`config.mk`:
```
export PLATFORM = sky130hd
export DESIGN_NAME = tks_scanner
export DESIGN_NICKNAME = d
export VERILOG_FILES = /design/src/verilog/tks_pkg.sv /design/src/verilog/tks_qual.sv /design/src/verilog/tks_scanner.sv
export SDC_FILE = /design/constraint.sdc
export NUM_CORES = 1
export LEC_CHECK = 0
export ABC_CLOCK_PERIOD_IN_PS = 3100
export BUFFER_PORTS_ARGS = -buffer_cell sky130_fd_sc_hd__buf_2
export CAP_MARGIN = 20
export CORE_MARGIN = 2
export CORE_UTILIZATION = 35
export DETAILED_ROUTE_END_ITERATION = 6
export PLACE_DENSITY = 0.54
export SLEW_MARGIN = 5
export SYNTH_ARGS = -nofsm -noshare
export SYNTH_HDL_FRONTEND = slang
export SYNTH_SLANG_ARGS = --single-unit
```
`constraint.sdc`:
```
create_clock -name sys_clk_i -period 3.1 [get_ports sys_clk_i]
set_input_delay 0 -clock sys_clk_i [delete_from_list [all_inputs] [get_ports sys_clk_i]]
set_output_delay 0 -clock sys_clk_i [all_outputs]
set_load 0.02 [all_outputs]
```
`src/verilog/tks_pkg.sv`:
```
// constants shared by the touch key scanner design
package tks_pkg;
    // clock and oscillator rates
    localparam int unsigned SYS_CLK_HZ         = 125_000_000;
    localparam int unsigned OSC_HZ             = 50_000;
    // scan divider: system cycles per oscillator period
    localparam int unsigned OSC_DIV            = SYS_CLK_HZ / OSC_HZ;
    // least touch time and longest latch clear time, in ms
    localparam int unsigned TOUCH_DELAY_MIN_MS = 65;
    localparam int unsigned CLEAR_MAX_MS       = 135;
    // least touch time in oscillator ticks, rounded up
    localparam int unsigned DELAY_TICKS        =
        (TOUCH_DELAY_MIN_MS * OSC_HZ + 999) / 1000;
    // default sense input count (16 gives 32 pads, 7 gives 14)
    localparam int unsigned SENSE_COLS         = 16;
    // register byte offsets
    localparam logic [11:0] OFS_CTRL    = 12'h000;
    localparam logic [11:0] OFS_STATUS  = 12'h004;
    localparam logic [11:0] OFS_INT_STS = 12'h008;
    localparam logic [11:0] OFS_INT_MSK = 12'h00C;
    localparam logic [11:0] OFS_LATCH   = 12'h010;
    // control bit positions
    localparam int unsigned CTRL_SCAN_EN_BIT = 0;
    localparam int unsigned CTRL_CLEAR_BIT   = 1;
    // status bit positions above the code field
    localparam int unsigned STS_ANY_BIT      = 8;
    localparam int unsigned STS_TOGGLE_BIT   = 9;
    localparam int unsigned STS_HIT_BIT      = 10;
    // interrupt bit positions
    localparam int unsigned INT_PRESS_BIT    = 0;
    localparam int unsigned INT_CLEAR_BIT    = 1;
    // reset values
    localparam logic        CTRL_SCAN_EN_RST = 1'b1;
    localparam logic [1:0]  INT_MSK_RST      = 2'h0;
endpackage : tks_pkg

```
`src/verilog/tks_qual.sv`:
```
// touch qualifier: a candidate pad must persist for the switch delay
`timescale 1ns/10ps
`default_nettype none
module tks_qual #(
    parameter int unsigned CODE_W      = 5,
    parameter int unsigned DELAY_TICKS = tks_pkg::DELAY_TICKS
) (
    input  wire logic              sys_clk_i,
    input  wire logic              reset_i,
    input  wire logic              tick_i,
    input  wire logic              cand_vld_i,
    input  wire logic [CODE_W-1:0] cand_code_i,
    output logic                   hit_o,
    output logic [CODE_W-1:0]      code_o,
    output logic                   press_o
);
    localparam int unsigned CNT_W = $clog2(DELAY_TICKS + 1);

    // parameter check
    initial
    begin
        if (DELAY_TICKS < 1)
            $error("tks_qual: DELAY_TICKS must be at least one");
    end

    typedef struct packed {
        logic [CNT_W-1:0]  cnt;    // ticks the candidate has persisted
        logic [CODE_W-1:0] code;   // candidate being timed
        logic              hit;    // candidate qualified
        logic              press;  // one-cycle qualify pulse
    } tks_qual_s;

    tks_qual_s st_ff;
    tks_qual_s nxt_st;

    ////////////////////////////////////////////////////////////////////
    // next state: restart on drop or change, qualify at the delay
    always_comb
    begin
        nxt_st       = st_ff;
        nxt_st.press = 1'b0;
        if (!cand_vld_i || cand_code_i != st_ff.code)
        begin
            // brief or moving contact restarts the delay
            nxt_st.cnt  = '0;
            nxt_st.hit  = 1'b0;
            nxt_st.code = cand_code_i;
        end
        else if (tick_i && !st_ff.hit)
        begin
            if (st_ff.cnt == CNT_W'(DELAY_TICKS - 1))
            begin
                // touch persisted long enough
                nxt_st.hit   = 1'b1;
                nxt_st.press = 1'b1;
            end
            else
            begin
                nxt_st.cnt = st_ff.cnt + 1'b1;
            end
        end
    end

    // state register
    always_ff @(posedge sys_clk_i)
    begin
        if (reset_i)
            st_ff <= '0;
        else
            st_ff <= nxt_st;
    end

    assign hit_o   = st_ff.hit;
    assign code_o  = st_ff.code;
    assign press_o = st_ff.press;
endmodule : tks_qual
`default_nettype wire

```
`src/verilog/tks_scanner.sv`:
```
// multiplexed touch key scanner with apb registers and interrupt
// Summary of operation
// - mode input low gives momentary outputs
// - momentary: no touch gives none code (all ones), flag off
// - open mode input pulled low, so momentary
// - mode input high selects toggle mode
// - toggle: each valid touch inverts pad latch
// - mode low pulse clears all latches quickly
// - respond only after touch persists switch delay
// - one oscillator paces scan and delay
// - phase a drives first COLS pads (16 by default), b others
// - two rows times sense inputs form matrix
// - asserted output drives, unasserted is open drain
// - coded outputs name selected pad or none
// - any-key flag high while a pad selected
// - gate input high disables coded outputs, flag
`timescale 1ns/10ps
`default_nettype none
module tks_scanner #(
    parameter int unsigned COLS        = tks_pkg::SENSE_COLS,
    parameter int unsigned OSC_DIV     = tks_pkg::OSC_DIV,
    parameter int unsigned DELAY_TICKS = tks_pkg::DELAY_TICKS
) (
    input  wire logic                  sys_clk_i,
    input  wire logic                  reset_i,
    // apb slave
    input  wire logic                  psel,
    input  wire logic                  penable,
    input  wire logic                  pwrite,
    input  wire logic [11:0]           paddr,
    input  wire logic [31:0]           pwdata,
    output logic [31:0]                prdata,
    output logic                       pready,
    output logic                       pslverr,
    output logic                       irq_o,
    // panel side
    input  wire logic [COLS-1:0]       sense_i,
    output logic                       scan_phase_a_clock_o,
    output logic                       scan_phase_b_clock_o,
    input  wire logic                  mode_toggle_i,
    input  wire logic                  output_gate_input_i,
    // open-drain coded outputs and any-key flag
    output logic [((COLS > 8) ? 5 : 4)-1:0] code_o,
    output logic [((COLS > 8) ? 5 : 4)-1:0] code_oe_o,
    output logic                       any_key_flag_o,
    output logic                       any_key_flag_oe_o
);
    localparam int unsigned NPAD   = 2 * COLS;
    localparam int unsigned CODE_W = (COLS > 8) ? 5 : 4;
    localparam int unsigned DIV_W  = $clog2(OSC_DIV);
    localparam logic [CODE_W-1:0] CODE_NONE = '1;

    // parameter check
    initial
    begin
        if (!(COLS == 7 || COLS == 16) || OSC_DIV < 2)
            $error("tks_scanner: COLS must be 7 or 16, OSC_DIV >= 2");
    end

    ////////////////////////////////////////////////////////////////////
    // state
    typedef struct packed {
        logic [COLS-1:0]   sense_s1;  // sense synchroniser stage 1
        logic [COLS-1:0]   sense_s2;  // sense synchroniser stage 2
        logic              mode_s1;   // mode synchroniser stage 1
        logic              mode_s2;   // 1 = toggle mode
        logic              mode_d;    // mode one cycle earlier
        logic              gate_s1;   // gate synchroniser stage 1
        logic              gate_s2;   // 1 = outputs off
        logic [DIV_W-1:0]  div;       // oscillator divider
        logic              phase;     // 0 = phase a, 1 = phase b
        logic [NPAD-1:0]   frame;     // latest touch picture
        logic [NPAD-1:0]   latch;     // toggle latches
        logic              scan_en;   // software scan enable
        logic [1:0]        ists;      // sticky interrupt status
        logic [1:0]        imsk;      // interrupt mask
        logic [31:0]       prdata;
        logic              pready;
        logic              pslverr;
        logic              irq;
        logic              sc_a;
        logic              sc_b;
        logic [CODE_W-1:0] code;      // selected pad or none
        logic [CODE_W-1:0] code_oe;
        logic              akf;
        logic              akf_oe;
    } tks_scan_s;

    tks_scan_s st_ff;
    tks_scan_s nxt_st;

    // qualifier interface
    logic              tick;
    logic              cand_vld;
    logic [CODE_W-1:0] cand_code;
    logic              q_hit;
    logic [CODE_W-1:0] q_code;
    logic              q_press;
    logic              clr_evt;
    logic              wr_acc;

    // lowest set pad of a vector, valid bit on top
    function automatic logic [CODE_W:0] lowest(input logic [NPAD-1:0] v);
        logic [CODE_W:0] r;
        r = {1'b0, CODE_NONE};
        for (int i = NPAD - 1; i >= 0; i--)
        begin
            if (v[i])
                r = {1'b1, CODE_W'(i)};
        end
        return r;
    endfunction : lowest

    ////////////////////////////////////////////////////////////////////
    // candidate pad and oscillator tick
    always_comb
    begin
        tick = st_ff.scan_en && (st_ff.div == DIV_W'(OSC_DIV - 1));
        {cand_vld, cand_code} = lowest(st_ff.frame);
        wr_acc  = psel && penable && st_ff.pready && pwrite;
        clr_evt = (st_ff.mode_d && !st_ff.mode_s2)
            || (wr_acc && paddr == tks_pkg::OFS_CTRL
                && pwdata[tks_pkg::CTRL_CLEAR_BIT]);
    end

    // touch delay qualifier
    tks_qual #(
        .CODE_W      (CODE_W),
        .DELAY_TICKS (DELAY_TICKS)
    ) u_qual (
        .sys_clk_i   (sys_clk_i),
        .reset_i     (reset_i),
        .tick_i      (tick),
        .cand_vld_i  (cand_vld),
        .cand_code_i (cand_code),
        .hit_o       (q_hit),
        .code_o      (q_code),
        .press_o     (q_press)
    );

    ////////////////////////////////////////////////////////////////////
    // next state
    always_comb
    begin
        logic [CODE_W:0] sel;
        logic [1:0]      ev;
        sel    = '0;
        ev     = '0;
        nxt_st = st_ff;

        // pin synchronisers; open mode pin reads low, so momentary
        nxt_st.sense_s1 = sense_i;
        nxt_st.sense_s2 = st_ff.sense_s1;
        nxt_st.mode_s1  = mode_toggle_i;
        nxt_st.mode_s2  = st_ff.mode_s1;
        nxt_st.mode_d   = st_ff.mode_s2;
        nxt_st.gate_s1  = output_gate_input_i;
        nxt_st.gate_s2  = st_ff.gate_s1;

        // divider and phase alternation, sampling a full row each phase
        nxt_st.div = tick ? '0 : DIV_W'(st_ff.div + 1'b1);
        if (!st_ff.scan_en)
            nxt_st.div = '0;
        if (tick)
        begin
            nxt_st.phase = !st_ff.phase;
            if (st_ff.phase)
                nxt_st.frame[NPAD-1:COLS] = st_ff.sense_s2;
            else
                nxt_st.frame[COLS-1:0] = st_ff.sense_s2;
        end
        // phase a drives the first row of pads, phase b the second
        nxt_st.sc_a = st_ff.scan_en && !nxt_st.phase;
        nxt_st.sc_b = st_ff.scan_en && nxt_st.phase;

        // toggle latches: invert on each qualified touch
        if (st_ff.mode_s2 && q_press)
            nxt_st.latch[q_code] = !st_ff.latch[q_code];
        if (!st_ff.mode_s2 || clr_evt)
            nxt_st.latch = '0;

        // selection: momentary follows touch, toggle uses latches
        if (st_ff.mode_s2)
            sel = lowest(st_ff.latch);
        else
            sel = {q_hit, q_hit ? q_code : CODE_NONE};
        nxt_st.code    = sel[CODE_W-1:0];
        nxt_st.akf     = sel[CODE_W];
        // asserted bit drives toward the rail, others float
        nxt_st.code_oe = st_ff.gate_s2 ? '0 : sel[CODE_W-1:0];
        nxt_st.akf_oe  = !st_ff.gate_s2 && sel[CODE_W];

        // apb: answer in the access cycle after each setup
        nxt_st.pready  = psel && !penable;
        nxt_st.pslverr = 1'b0;
        nxt_st.prdata  = '0;
        if (psel && !penable)
        begin
            unique case (paddr)
                tks_pkg::OFS_CTRL:
                    nxt_st.prdata[tks_pkg::CTRL_SCAN_EN_BIT] = st_ff.scan_en;
                tks_pkg::OFS_STATUS:
                begin
                    nxt_st.prdata[CODE_W-1:0]           = st_ff.code;
                    nxt_st.prdata[tks_pkg::STS_ANY_BIT] = st_ff.akf;
                    nxt_st.prdata[tks_pkg::STS_TOGGLE_BIT] = st_ff.mode_s2;
                    nxt_st.prdata[tks_pkg::STS_HIT_BIT] = q_hit;
                end
                tks_pkg::OFS_INT_STS: nxt_st.prdata[1:0]      = st_ff.ists;
                tks_pkg::OFS_INT_MSK: nxt_st.prdata[1:0]      = st_ff.imsk;
                tks_pkg::OFS_LATCH:   nxt_st.prdata[NPAD-1:0] = st_ff.latch;
                default:              nxt_st.pslverr          = 1'b1;
            endcase
        end
        if (wr_acc)
        begin
            if (paddr == tks_pkg::OFS_CTRL)
                nxt_st.scan_en = pwdata[tks_pkg::CTRL_SCAN_EN_BIT];
            if (paddr == tks_pkg::OFS_INT_STS)
                nxt_st.ists = st_ff.ists & ~pwdata[1:0];
            if (paddr == tks_pkg::OFS_INT_MSK)
                nxt_st.imsk = pwdata[1:0];
        end

        // events set sticky bits; a set beats a same-cycle clear
        ev[tks_pkg::INT_PRESS_BIT] = q_press;
        ev[tks_pkg::INT_CLEAR_BIT] = clr_evt;
        nxt_st.ists = nxt_st.ists | ev;
        nxt_st.irq  = |(nxt_st.ists & nxt_st.imsk);
    end

    ////////////////////////////////////////////////////////////////////
    // state register
    always_ff @(posedge sys_clk_i)
    begin
        if (reset_i)
        begin
            st_ff         <= '0;
            st_ff.scan_en <= tks_pkg::CTRL_SCAN_EN_RST;
            st_ff.imsk    <= tks_pkg::INT_MSK_RST;
            st_ff.code    <= CODE_NONE;
        end
        else
        begin
            st_ff <= nxt_st;
        end
    end

    // outputs straight from the state register
    assign prdata               = st_ff.prdata;
    assign pready               = st_ff.pready;
    assign pslverr              = st_ff.pslverr;
    assign irq_o                = st_ff.irq;
    assign scan_phase_a_clock_o = st_ff.sc_a;
    assign scan_phase_b_clock_o = st_ff.sc_b;
    assign code_o               = st_ff.code;
    assign code_oe_o            = st_ff.code_oe;
    assign any_key_flag_o       = st_ff.akf;
    assign any_key_flag_oe_o    = st_ff.akf_oe;
endmodule : tks_scanner
`default_nettype wire
```
==> metrics.csv <==
metric,value,unit
rsz0062_at_grt,no,
synth.net_count,957,
finalHoldViolCount,0,
max-slew-margin-rel,53.94,%
fp-row-count,55,
reg2reg_depth,7,
gp_congestion,0.8245,
core,0.02271,mm²
antenna_found_initial,0,
initial_core_util,35.73,%
cts-htree-levels,4,
place_ws,531.2,ps
path_cells,nor3_1 -> inv_1 -> o22ai_1 -> or4_1 -> buf_4 -> nor3_1 -> nor3_1,
fin_cells,1239,
timing.final.crit_share,82.41,%
numCtsBuffers,17,
path_delay_family,simple AND/OR/NAND/NOR gates,
cts_tree,built,
ys_seq_elements,187,
fp.dieArea,0.02442,mm²
vias,6204,
powerDensity,506.0,mW/mm²
peakVddDrop,0.3187,mV
crit_fanout,15,
synthTopCellsByCount,"dfxtp_1, nor2_1, nor3_1, buf_4, nor2b_1",
post_dp_cell_area,0.008483,mm²
power_leakage,3.516,nW
routed_wl,18050,µm
grt_pass1_wl,29940,µm
dp_hpwl,12440,µm
syn_avg_cell_area,9.168,µm²
nNetsFinal,1013,
max_cap_viol_count,0,
finalSetupTns,0,ps
grt_max_degree,71,
synth.distinct_cells,71,
overflow,0,
clock_sinks,187,
fin_skew,11.62,ps
path_buf_inv,2,
synth_most_common_cell,dfxtp_1,
die_y,156.3,µm
slowest_delay,690,ps
drt-pass1-iter-count,5,
crit_arrival,2850,ps
die_x,156.3,µm
first_global_vias,5929,
syn_inst,885,
min-delay-path-class,input port to flip-flop,
cts.path.max_buffers,2,
finalSetupViolCount,0,
final-seq-area,0.003744,mm²
ys_dominant_reg_cell,dfxtp_1,
ys_async_sr_fraction,0,%
cpMostUsedCell,nor3_1,
worst_slew_pin_slew,690.9,ps
synth_top_area_share,46.14,%
clock_latency,430,ps
drc_errors,0,
end_kind,flip-flop,
ys_warn_count,0,
first_iter_violations,327,
synthTopCellsByArea,"dfxtp_1, nor2_1, mux2i_1",
post_cts_buffers,0,
worst-endpoint-required,3400,ps
path_depth,7,
dpl.cell_count,1182,
synth_edf_count,0,
worst_slack,545.4,ps
detail-route-antenna-nets,0,
critPathKind,flip-flop to flip-flop,
critPathLaunchType,flip-flop,
slew_violations,0,
crit_slowest_cell,dfxtp_1,
syn_area,0.008114,mm²
wl_per_cell,14.57,µm
fin_hold_ws,24.01,ps
portBuffers,85,
postLayoutCellArea,0.009281,mm²
drive_gt1_share,18.24,%
status,"finished, final reports clean",
io_pins,116,
max_freq,391.4,MHz
synth.yosys.seq_area_share,46.14,%
multi_input_comb_area,0.003752,mm²
cts_resized,0,
syn_to_final_growth,14.39,%
min_period,2555,ps
vias_per_cell,5.007,
clk_pin_slew,70,ps
clockRootBuffer,clkbuf_16,
num-fill-cells,2279,
hold_path_depth,3,
antennaDiodeCount,0,
grt_use_total,15.21,%
yosysTopAreaCell,dfxtp_1,
-- final timing paths --
check,from,to,slack (ps)
min reg2reg,nxt_st[142],st_ff[142],440
min,psel,prdata[3],20
max,u_qual.code_o[2],st_ff[56],550
max reg2reg,u_qual.code_o[2],st_ff[56],550
-- metal layers --
metal / track usage, % / share of wire, %
met4: 6.378 / 2.1
met3: 2.603 / 3.7
met2: 24.38 / 44
met5: 0 / 0
met1: 20.27 / 50
-- kinds of logic (layout without fill, tap and decap cells) --
family	count (synthesis)	in the layout	share of synthesized area, %
flops	187	187	46.14
xor+xnor	20	20	2.251
buf+inv	111	180	7.772
mux	45	45	6.954
fa+ha+maj	5	5	0.7710
compound gates	119	119	9.730
simple gates	398	398	26.38
-- cell usage in the layout (no fill, tap or decap), types with 12 or more instances in the layout --
master	synthesis	final
dfxtp_1	187	187
nor2_1	121	121
buf_2	7	84
nor3_1	60	60
nor2b_1	44	44
a21oi_1	36	36
mux2i_1	35	35
nand2_1	32	32
and3_1	31	31
dlygate4sd3_1	0	25
o21ai_0	24	24
nand3_1	22	22
inv_1	21	21
clkbuf_16	0	17
buf_4	44	17
nor4_1	16	16
xor2_1	14	14
nand4_1	12	12
-- layout make-up --
cell class | instances | share of cell area (%)
clock buffers | 19 | 4.664
repair buffers | 126 | 8.601
clock inverters | 13 | 1.240
inverters | 22 | 0.8897
flip-flops and latches | 187 | 40.33
multi-input cells | 587 | 40.43
well taps | 285 | 3.842
-- worst register-to-register path: stages, from the launching register on --
cell and delay [ps]:
dfxtp_1 690, nor3_1 210, inv_1 220, o22ai_1 120, or4_1 680, buf_4 270
nor3_1 180, nor3_1 70
-- state kept, by name, indices dropped and copies added, names as in the netlist, 5 cells and up --
| register | count |
|---|---|
| code_oe_o | 5 |
| st_ff | 100 |
| u_qual.st_ff | 12 |
| prdata | 32 |
| code_o | 5 |
| nxt_st | 19 |
| u_qual.code_o | 5 |
-- where the power goes --
group / internal [mW] / switching [mW]
sequential: 2.44 / 0.0295
clock: 1.05 / 0.979
combinational: 0.0905 / 0.111
-- metrics by stage --
step	utilization (%)	power, mW
finish	40.87	4.697
global route	40.87	4.885
CTS	40.87	4.754
detailed placement	37.36	2.702
global placement	37.36	2.700
floorplan	-	2.645
-- repair_timing --
| action | 4_1_cts | 5_1_grt |
|---|---|---|
| endpoints found under the setup margin | 0 | 0 |
| hold buffers | 25 | 0 |
| endpoints found under the hold margin | 37 | 0 |
No activity file was read; power rests on OpenSTA's default activity.
